$ cat src/common/sso_map.vh
// register map, field positions and reset values of the startup option block
`ifndef SSO_MAP_VH
`define SSO_MAP_VH
// ----------------------------------------------------------------
// register byte offsets
// ----------------------------------------------------------------
`define SSO_OFS_OPTIONS 4'h0
`define SSO_OFS_COMMAND 4'h4
`define SSO_OFS_STATUS 4'h8
// ----------------------------------------------------------------
// options register fields
// ----------------------------------------------------------------
`define SSO_BIT_PWRDN 27
`define SSO_BIT_PIPE 25
`define SSO_BIT_DRIVE 24
`define SSO_BIT_SINGLE 23
`define SSO_FSEL_HI 22
`define SSO_FSEL_LO 17
`define SSO_SRC_HI 16
`define SSO_SRC_LO 15
`define SSO_DONEC_HI 14
`define SSO_DONEC_LO 12
`define SSO_MATCHC_HI 11
`define SSO_MATCHC_LO 9
`define SSO_GTSC_HI 5
`define SSO_GTSC_LO 3
`define SSO_GWEC_HI 2
`define SSO_GWEC_LO 0
`define SSO_OPT_RESET 32'h00003E2C
`define SSO_OPT_MASK 32'h0BFFFE3F
// ----------------------------------------------------------------
// phase codes and clock sources
// ----------------------------------------------------------------
`define SSO_CODE_KEEP 3'h7
`define SSO_CODE_DONE 3'h6
`define SSO_SRC_CFG 2'h0
`define SSO_SRC_USER 2'h1
`define SSO_LAST_PHASE 3'h7
// ----------------------------------------------------------------
// command register bits
// ----------------------------------------------------------------
`define SSO_CMD_START 0
`define SSO_CMD_CAPTURE 1
`define SSO_CMD_READBACK_CAPTURE_RESET_CMD 2
// ----------------------------------------------------------------
// bus responses
// ----------------------------------------------------------------
`define SSO_RESP_OKAY 2'h0
`define SSO_RESP_SLVERR 2'h2
`endif

$ cat src/hw/sso_top.v
// startup sequencer option logic with its AXI4-Lite register slave
//
// Local design decisions: the AXI4-Lite interface to the registers and the address map.
`timescale 1ns/1ps
`include "sso_map.vh"

// What this block does
// - option bit turns done pin into powerdown status
// - pipe bit delays done input one sequencer tick
// - drive bit: open drain or active-high done
// - non-single mode captures on every request or command
// - six-bit field sets master configuration clock frequency
// - two-bit field picks sequencer clock source
// - done release phase code, seven means keep
// - stall in chosen phase until impedance matches
// - tristate release phase, follow done, or keep
// - write enable release phase, follow done, or keep
// - phases counted in binary, read back in three-bit gray code
// - storage writes blocked while write enable inactive
// - user outputs high impedance while tristate asserted
// - match is AND of all bank match inputs
module sso_top #(
	parameter NUM_BANKS = 4,
	parameter NUM_IO = 8
) (
	input wire aclk,
	input wire aresetn,
	input wire [3:0] s_axi_awaddr,
	input wire s_axi_awvalid,
	output reg s_axi_awready,
	input wire [31:0] s_axi_wdata,
	input wire [3:0] s_axi_wstrb,
	input wire s_axi_wvalid,
	output reg s_axi_wready,
	output reg [1:0] s_axi_bresp,
	output reg s_axi_bvalid,
	input wire s_axi_bready,
	input wire [3:0] s_axi_araddr,
	input wire s_axi_arvalid,
	output reg s_axi_arready,
	output reg [31:0] s_axi_rdata,
	output reg [1:0] s_axi_rresp,
	output reg s_axi_rvalid,
	input wire s_axi_rready,
	input wire configuration_clock,
	input wire user_startup_clock,
	input wire test_port_clock,
	input wire done_pin_in,
	output reg done_pin_out,
	output reg done_pin_oe,
	input wire [NUM_BANKS-1:0] bank_match_in,
	input wire capture_request,
	output reg capture_strobe,
	output reg [5:0] master_clock_freq_select,
	output reg global_tristate,
	output reg global_write_enable,
	input wire [NUM_IO-1:0] user_oe_in,
	output reg [NUM_IO-1:0] user_oe_out,
	input wire storage_we_in,
	output reg storage_we_out
);

// ----------------------------------------------------------------
// helpers
// ----------------------------------------------------------------
function [2:0] to_gray;
	input [2:0] b;
	begin
		to_gray = b ^ {1'b0, b[2:1]};
	end
endfunction

// true once the phase has reached code+1 (codes 0..6 only)
function reached;
	input [2:0] phase;
	input [2:0] code;
	begin
		reached = ({1'b0, phase} >= ({1'b0, code} + 4'h1));
	end
endfunction

// ----------------------------------------------------------------
// pin synchronisers
// ----------------------------------------------------------------
localparam SYW = 5 + NUM_BANKS;
reg [SYW-1:0] sy1_q;
reg [SYW-1:0] sy2_q;
wire [SYW-1:0] sy_in;
assign sy_in = {bank_match_in, capture_request, done_pin_in,
	test_port_clock, user_startup_clock, configuration_clock};

always @(posedge aclk)
begin
	if (!aresetn)
	begin
		sy1_q <= {SYW{1'b0}};
		sy2_q <= {SYW{1'b0}};
	end
	else
	begin
		sy1_q <= sy_in;
		sy2_q <= sy1_q;
	end
end

wire cfg_clk_s = sy2_q[0];
wire usr_clk_s = sy2_q[1];
wire tst_clk_s = sy2_q[2];
wire done_s = sy2_q[3];
wire cap_s = sy2_q[4];
wire match_all = &sy2_q[SYW-1:5];

// ----------------------------------------------------------------
// registers
// ----------------------------------------------------------------
reg [31:0] opt_q;
reg [31:0] opt_d;
reg [3:0] awaddr_q;
reg [31:0] wdata_q;
reg [3:0] wstrb_q;
reg aw_have_q;
reg w_have_q;
reg cmd_start_q;
reg cmd_cap_q;
reg cmd_readback_capture_reset_cmd_q;
integer i;

wire aw_hs = s_axi_awvalid && s_axi_awready;
wire w_hs = s_axi_wvalid && s_axi_wready;
wire do_write = aw_have_q && w_have_q && !s_axi_bvalid;
wire wr_opt = do_write && (awaddr_q == `SSO_OFS_OPTIONS);
wire wr_cmd = do_write && (awaddr_q == `SSO_OFS_COMMAND);
wire wr_ok = wr_opt || wr_cmd;

always @*
begin
	opt_d = opt_q;
	for (i = 0; i < 4; i = i + 1)
	begin
		if (wstrb_q[i])
			opt_d[i*8 +: 8] = wdata_q[i*8 +: 8];
	end
	opt_d = opt_d & `SSO_OPT_MASK;
end

always @(posedge aclk)
begin
	if (!aresetn)
	begin
		s_axi_awready <= 1'b1;
		s_axi_wready <= 1'b1;
		s_axi_bvalid <= 1'b0;
		s_axi_bresp <= `SSO_RESP_OKAY;
		awaddr_q <= 4'h0;
		wdata_q <= 32'h00000000;
		wstrb_q <= 4'h0;
		aw_have_q <= 1'b0;
		w_have_q <= 1'b0;
		opt_q <= `SSO_OPT_RESET;
		cmd_start_q <= 1'b0;
		cmd_cap_q <= 1'b0;
		cmd_readback_capture_reset_cmd_q <= 1'b0;
	end
	else
	begin
		if (aw_hs)
		begin
			awaddr_q <= {s_axi_awaddr[3:2], 2'b00};
			aw_have_q <= 1'b1;
			s_axi_awready <= 1'b0;
		end
		if (w_hs)
		begin
			wdata_q <= s_axi_wdata;
			wstrb_q <= s_axi_wstrb;
			w_have_q <= 1'b1;
			s_axi_wready <= 1'b0;
		end
		cmd_start_q <= wr_cmd && wstrb_q[0] && wdata_q[`SSO_CMD_START];
		cmd_cap_q <= wr_cmd && wstrb_q[0] && wdata_q[`SSO_CMD_CAPTURE];
		cmd_readback_capture_reset_cmd_q <= wr_cmd && wstrb_q[0] && wdata_q[`SSO_CMD_READBACK_CAPTURE_RESET_CMD];
		if (wr_opt)
			opt_q <= opt_d;
		if (do_write)
		begin
			s_axi_bvalid <= 1'b1;
			s_axi_bresp <= wr_ok ? `SSO_RESP_OKAY : `SSO_RESP_SLVERR;
		end
		else if (s_axi_bvalid && s_axi_bready)
		begin
			s_axi_bvalid <= 1'b0;
			aw_have_q <= 1'b0;
			w_have_q <= 1'b0;
			s_axi_awready <= 1'b1;
			s_axi_wready <= 1'b1;
		end
	end
end

// ----------------------------------------------------------------
// option fields
// ----------------------------------------------------------------
wire opt_pwrdn = opt_q[`SSO_BIT_PWRDN];
wire opt_pipe = opt_q[`SSO_BIT_PIPE];
wire opt_drive = opt_q[`SSO_BIT_DRIVE];
wire opt_single = opt_q[`SSO_BIT_SINGLE];
wire [1:0] opt_src = opt_q[`SSO_SRC_HI:`SSO_SRC_LO];
wire [2:0] code_done = opt_q[`SSO_DONEC_HI:`SSO_DONEC_LO];
wire [2:0] code_match = opt_q[`SSO_MATCHC_HI:`SSO_MATCHC_LO];
wire [2:0] code_gts = opt_q[`SSO_GTSC_HI:`SSO_GTSC_LO];
wire [2:0] code_gwe = opt_q[`SSO_GWEC_HI:`SSO_GWEC_LO];

// ----------------------------------------------------------------
// sequencer clock selection and tick
// ----------------------------------------------------------------
reg seq_clk_sel;
reg seq_clk_last_q;
always @*
begin
	if (opt_src == `SSO_SRC_CFG)
		seq_clk_sel = cfg_clk_s;
	else if (opt_src == `SSO_SRC_USER)
		seq_clk_sel = usr_clk_s;
	else
		seq_clk_sel = tst_clk_s;
end
wire tick = seq_clk_sel && !seq_clk_last_q;

// ----------------------------------------------------------------
// startup sequencer
// ----------------------------------------------------------------
reg [2:0] phase_q;
reg running_q;
reg done_pipe_q;
reg done_rel_q;
reg stall_q;

wire done_seen = opt_pipe ? done_pipe_q : done_s;
wire at_last = (phase_q == `SSO_LAST_PHASE);
wire match_stall = (code_match != `SSO_CODE_KEEP)
	&& (phase_q == code_match) && !match_all;
wire done_hold = (code_done != `SSO_CODE_KEEP)
	&& reached(phase_q, code_done) && !done_seen;
wire advance = running_q && tick && !at_last && !match_stall && !done_hold;

always @(posedge aclk)
begin
	if (!aresetn)
	begin
		seq_clk_last_q <= 1'b0;
		phase_q <= 3'h0;
		running_q <= 1'b0;
		done_pipe_q <= 1'b0;
		stall_q <= 1'b0;
	end
	else
	begin
		seq_clk_last_q <= seq_clk_sel;
		if (tick)
			done_pipe_q <= done_s;
		stall_q <= running_q && match_stall;
		if (cmd_start_q)
		begin
			phase_q <= 3'h0;
			running_q <= 1'b1;
		end
		else if (advance)
			phase_q <= phase_q + 3'h1;
	end
end

// ----------------------------------------------------------------
// global signals and done pin
// ----------------------------------------------------------------
reg gts_d;
reg gwe_d;
always @*
begin
	gts_d = 1'b1;
	gwe_d = 1'b0;
	if (running_q)
	begin
		if (code_gts == `SSO_CODE_DONE)
			gts_d = !done_seen;
		else if (code_gts != `SSO_CODE_KEEP)
			gts_d = !reached(phase_q, code_gts);
		if (code_gwe == `SSO_CODE_DONE)
			gwe_d = done_seen;
		else if (code_gwe != `SSO_CODE_KEEP)
			gwe_d = reached(phase_q, code_gwe);
	end
end

wire rel_d = running_q && (code_done != `SSO_CODE_KEEP)
	&& reached(phase_q, code_done);

always @(posedge aclk)
begin
	if (!aresetn)
	begin
		global_tristate <= 1'b1;
		global_write_enable <= 1'b0;
		done_rel_q <= 1'b0;
		done_pin_out <= 1'b0;
		done_pin_oe <= 1'b1;
		user_oe_out <= {NUM_IO{1'b0}};
		storage_we_out <= 1'b0;
		master_clock_freq_select <= 6'h00;
	end
	else
	begin
		global_tristate <= gts_d;
		global_write_enable <= gwe_d;
		done_rel_q <= rel_d;
		user_oe_out <= gts_d ? {NUM_IO{1'b0}} : user_oe_in;
		storage_we_out <= gwe_d && storage_we_in;
		master_clock_freq_select <= opt_q[`SSO_FSEL_HI:`SSO_FSEL_LO];
		if (opt_pwrdn)
		begin
			// powerdown indicator: high once the sequence has finished
			done_pin_out <= running_q && at_last;
			done_pin_oe <= 1'b1;
		end
		else if (!rel_d)
		begin
			done_pin_out <= 1'b0;
			done_pin_oe <= 1'b1;
		end
		else
		begin
			done_pin_out <= opt_drive;
			done_pin_oe <= opt_drive;
		end
	end
end

// ----------------------------------------------------------------
// readback capture
// ----------------------------------------------------------------
reg cap_last_q;
reg armed_q;
wire cap_req = (cap_s && !cap_last_q) || cmd_cap_q;
wire cap_fire = cap_req && (!opt_single || armed_q);

always @(posedge aclk)
begin
	if (!aresetn)
	begin
		cap_last_q <= 1'b0;
		armed_q <= 1'b1;
		capture_strobe <= 1'b0;
	end
	else
	begin
		cap_last_q <= cap_s;
		capture_strobe <= cap_fire;
		if (cmd_readback_capture_reset_cmd_q)
			armed_q <= 1'b1;
		else if (cap_fire && opt_single)
			armed_q <= 1'b0;
	end
end

// ----------------------------------------------------------------
// read channel
// ----------------------------------------------------------------
wire [31:0] status_w = {20'h00000, stall_q, running_q, armed_q, match_all,
	global_write_enable, global_tristate, done_s, done_rel_q,
	running_q && at_last, to_gray(phase_q)};

always @(posedge aclk)
begin
	if (!aresetn)
	begin
		s_axi_arready <= 1'b1;
		s_axi_rvalid <= 1'b0;
		s_axi_rdata <= 32'h00000000;
		s_axi_rresp <= `SSO_RESP_OKAY;
	end
	else if (s_axi_arvalid && s_axi_arready)
	begin
		s_axi_arready <= 1'b0;
		s_axi_rvalid <= 1'b1;
		s_axi_rresp <= `SSO_RESP_OKAY;
		case ({s_axi_araddr[3:2], 2'b00})
			`SSO_OFS_OPTIONS: s_axi_rdata <= opt_q;
			`SSO_OFS_COMMAND: s_axi_rdata <= 32'h00000000;
			`SSO_OFS_STATUS: s_axi_rdata <= status_w;
			default:
			begin
				s_axi_rdata <= 32'h00000000;
				s_axi_rresp <= `SSO_RESP_SLVERR;
			end
		endcase
	end
	else if (s_axi_rvalid && s_axi_rready)
	begin
		s_axi_rvalid <= 1'b0;
		s_axi_arready <= 1'b1;
	end
end

endmodule // sso_top

$ cat config.mk
export PLATFORM = sky130hd
export DESIGN_NAME = sso_top
export DESIGN_NICKNAME = d
export VERILOG_FILES = /design/src/hw/sso_top.v
export VERILOG_INCLUDE_DIRS = /design/src /design/src/common
export SDC_FILE = /design/constraint.sdc
export NUM_CORES = 1
export LEC_CHECK = 0
export BUFFER_PORTS_ARGS = -buffer_cell sky130_fd_sc_hd__buf_4
export CAP_MARGIN = 25
export CORE_ASPECT_RATIO = 0.8
export CORE_UTILIZATION = 45
export DETAILED_ROUTE_END_ITERATION = 12
export GPL_TIMING_DRIVEN = 0
export PLACE_DENSITY = 0.77
export SLEW_MARGIN = 10
export SYNTH_ARGS = -nofsm -noshare
export SYNTH_HDL_FRONTEND = slang
export SYNTH_SLANG_ARGS = --single-unit
$ cat constraint.sdc
create_clock -name aclk -period 2.45 [get_ports aclk]
set_input_delay 0.245 -clock aclk [delete_from_list [all_inputs] [get_ports aclk]]
set_output_delay 0.245 -clock aclk [all_outputs]
set_load 0.01 [all_outputs]
==> reports/summary.log <==
[clocking] clock insertion delay at the later pin of the skew report 0.42 ns
[global_route] first-pass GRT wire length 21000 microns
[placed_design] Routability Congestion 0.901
[floorplanning] height of the die 99.0 microns
[critical_path] worst setup path category flop to flop
[logic_synthesis] fraction of registers with async set or reset after synthesis 0
[sta] Least-Margin Pin Slew 0.629 ns
[critical_path] worst endpoint required time 2.79 ns
[critical_path] Startpoint Class flop
[floorplanning] site row count 35
[drt] final antenna-violating net count 0
[final_layout] number of antenna cells inserted 0
[job] maxcap violations 0
[logic_synthesis] number of flops mapped to enable cells by yosys 0
[global_route] grt ovf 0
[logic_synthesis] post-synthesis cell area 5300 sq um
[outcome] outcome complete, no violations
[sta] post-layout min period 2.18 ns
[clocking] Post-CTS Repair Setup Buffers 0
[logic_synthesis] Synthesis Warnings 0
[final_layout] fraction of layout cells with a size suffix above 1 0.238
[clocking] H-tree lvl count 4
[floorplanning] initial cell density of the core 0.462
[worst_hold_path] start point of the worst min-delay path s_axi_wvalid
[sta] final hold violations 0
[critical_path] maximum net fanout on the critical path 5
[power] static leakage 2.99 nW
[clocking] cts-stage hold buffer count 0
[global_route] vias in the first global route 4267
[global_route] global-route usage over all layers 0.227
[sta] Final Max Tran Viols 0
[critical_path] critical path data arrival time 2.52 ns
[sta] setup_tns 0 ns
[clocking] number of clock sinks seen by CTS 141
[sta] Max Fclk 459 MHz
[logic_synthesis] average instance area after synthesis 9.29 sq um
[final_layout] Final nets 793
[drt] Starting DRT DRC Count 253
[sta] RSZ-0062 raised after global routing false
[logic_synthesis] most used flip-flop cell after synthesis dfxtp_1
[drt] vias after detailed routing 4480
[global_route] maximum number of pins on one net before global-route repair 17
[logic_synthesis] Syn Inst Count 570
[drt] detail-routed via count per cell 5.17
[clocking] post-cts sizing count 0
[floorplanning] area enclosed by the die boundary 12200 sq um
[drt] DRC violation count after routing 0
[clocking] buffer cell driving the clock tree root clkbuf_16
[placed_design] total half-perimeter wirelength after legalization and detailed placement 9620 microns
[floorplanning] die outline width 123 microns
[drt] number of detailed-route iterations in the first pass 5
[critical_path] startpoint of the worst register-to-register path opt_q[12]
[sta] normalized max-slew margin 0.580
[critical_path] internal reg-to-reg setup slack 0.27 ns
[logic_synthesis] sequential cell area fraction in the yosys report 0.533
[power] worst IR drop on VDD 524 uV
[clocking] CTS tree built
[sta] post-route clock skew 0.00607 ns
[clocking] clk buf depth 2
[global_route] antenna violations before repair 0
[placed_design] setup slack at placement 0.306 ns
[sta] final worst path period share 0.890
[clocking] clock buffer count from CTS 17
[placed_design] total of buffers placed on input and output ports 110
[drt] overall routed net length 13000 microns
[floorplanning] core footprint 11500 sq um
[floorplanning] num ports 130
[final_layout] area grow syn2layout 31.0%
[critical_path] Worst setup startpoint opt_q[12]
[worst_hold_path] type of the most critical hold path input port to flop
[logic_synthesis] register bit count reported by yosys 141
[drt] DR WL/cell 15.1 microns
[critical_path] CP Capture Type flop
[power] power per cell area 767 nW/um^2
[sta] Final WS setup 0.270 ns
[logic_synthesis] Yosys cell types 46
[clocking] Reg clk slew, reported paths 0.06 ns
[sta] final setup vio count 0
## area by class of cell
type / instances / area (sq um)
plain buffers: 34 / 161
clock buffers: 18 / 439
clock inverters: 14 / 168
fillers: 982 / 4540
inverters: 15 / 56.3
multi-input cells: 386 / 2280
flip-flops and latches: 141 / 2820
well taps: 148 / 185
repair buffers: 110 / 826
## power breakdown
part | total (mW) | internal (mW) | switching [mW]
clock | 2.60 | 1.63 | 0.975
sequential | 2.40 | 2.36 | 0.0399
combinational | 0.321 | 0.149 | 0.172
total | 5.32 | 4.13 | 1.19
## state kept, by name, indices dropped and copies added, names as in the netlist, 2 cells and up
name	count
awaddr_q	2
wstrb_q	4
phase_q	3
master_clock_freq_select	6
sy1_q	9
s_axi_rdata	27
wdata_q	24
user_oe_out	8
sy2_q	9
opt_q	24
## layer usage
metal	part of all wire	track usage	wire length [microns]
met1	0.44	0.287	5710
met2	0.47	0.365	6160
met3	0.075	0.0648	979
met4	0.015	0.0862	195
met5	0	0	0
## layout by cell type, fill, tap and decap left out, drive strengths merged, types with 4 or more instances in the layout
master and instances:
inv 17, and2 31, a21o 6, nand2b 5, o21ai 9, nand3 30, nor3b 9, nor2 43
conb 7, dfxtp 141, mux2i 8, a21oi 55, mux2 7, a22oi 26, ha 19, a21boi 4
buf 124, nand2 96, clkbuf 38, clkinv 6
## Yosys cell counts, drive strengths merged, types with 4 or more instances
| master | n | area, sq um |
|---|---|---|
| nand2 | 96 | 363 |
| nor2 | 43 | 161 |
| a21boi | 4 | 30.0 |
| clkbuf | 20 | 75.1 |
| mux2i | 8 | 80.1 |
| nand2b | 5 | 31.3 |
| a22oi | 26 | 195 |
| inv | 15 | 56.3 |
| a21oi | 55 | 275 |
| nand3 | 30 | 150 |
| nor3b | 9 | 67.6 |
| ha | 19 | 238 |
| and2 | 31 | 194 |
| a21o | 6 | 45.0 |
| o21ai | 9 | 45.0 |
| buf | 14 | 86.3 |
| mux2 | 7 | 82.6 |
| dfxtp | 141 | 2820 |
## worst paths after layout
path | endpoint | cells past startpoint
worst min register to register | sy2_q[4] | 1
worst min-delay path | s_axi_wready | 2
worst max register to register | phase_q[0] | 8
worst max-delay path | phase_q[0] | 8
## worst max-delay path, cell delays in order (launching register included)
cell	delay [ns]
dfxtp_1	0.35
ha_1	0.21
ha_1	0.27
inv_1	0.04
ha_1	0.19
a211oi_1	0.50
o41a_1	0.28
nand3_1	0.10
a21boi_1	0.17
## through the flow
step	instance area, sq um	hold slack [ns]	cells	power [mW]	utilization
floorplan	5320	0.345	576	2.61	-
global placement	6330	0.419	834	2.75	0.552
detailed placement	6330	0.421	834	2.76	0.552
CTS	6940	0.0176	866	5.36	0.605
global route	6940	0.0244	866	5.51	0.605
finish	6940	0.0280	866	5.32	0.605
## kinds of logic after synthesis
family / count (synthesis) / synth area share
xor+xnor: 3 / 0.00496
mux: 15 / 0.0307
buf+inv: 49 / 0.0411
compound gates: 112 / 0.136
other cells: 1 / 0.000708
flops: 141 / 0.533
simple gates: 230 / 0.209
fa+ha+maj: 19 / 0.0449
(Power assumes the default switching activity.)
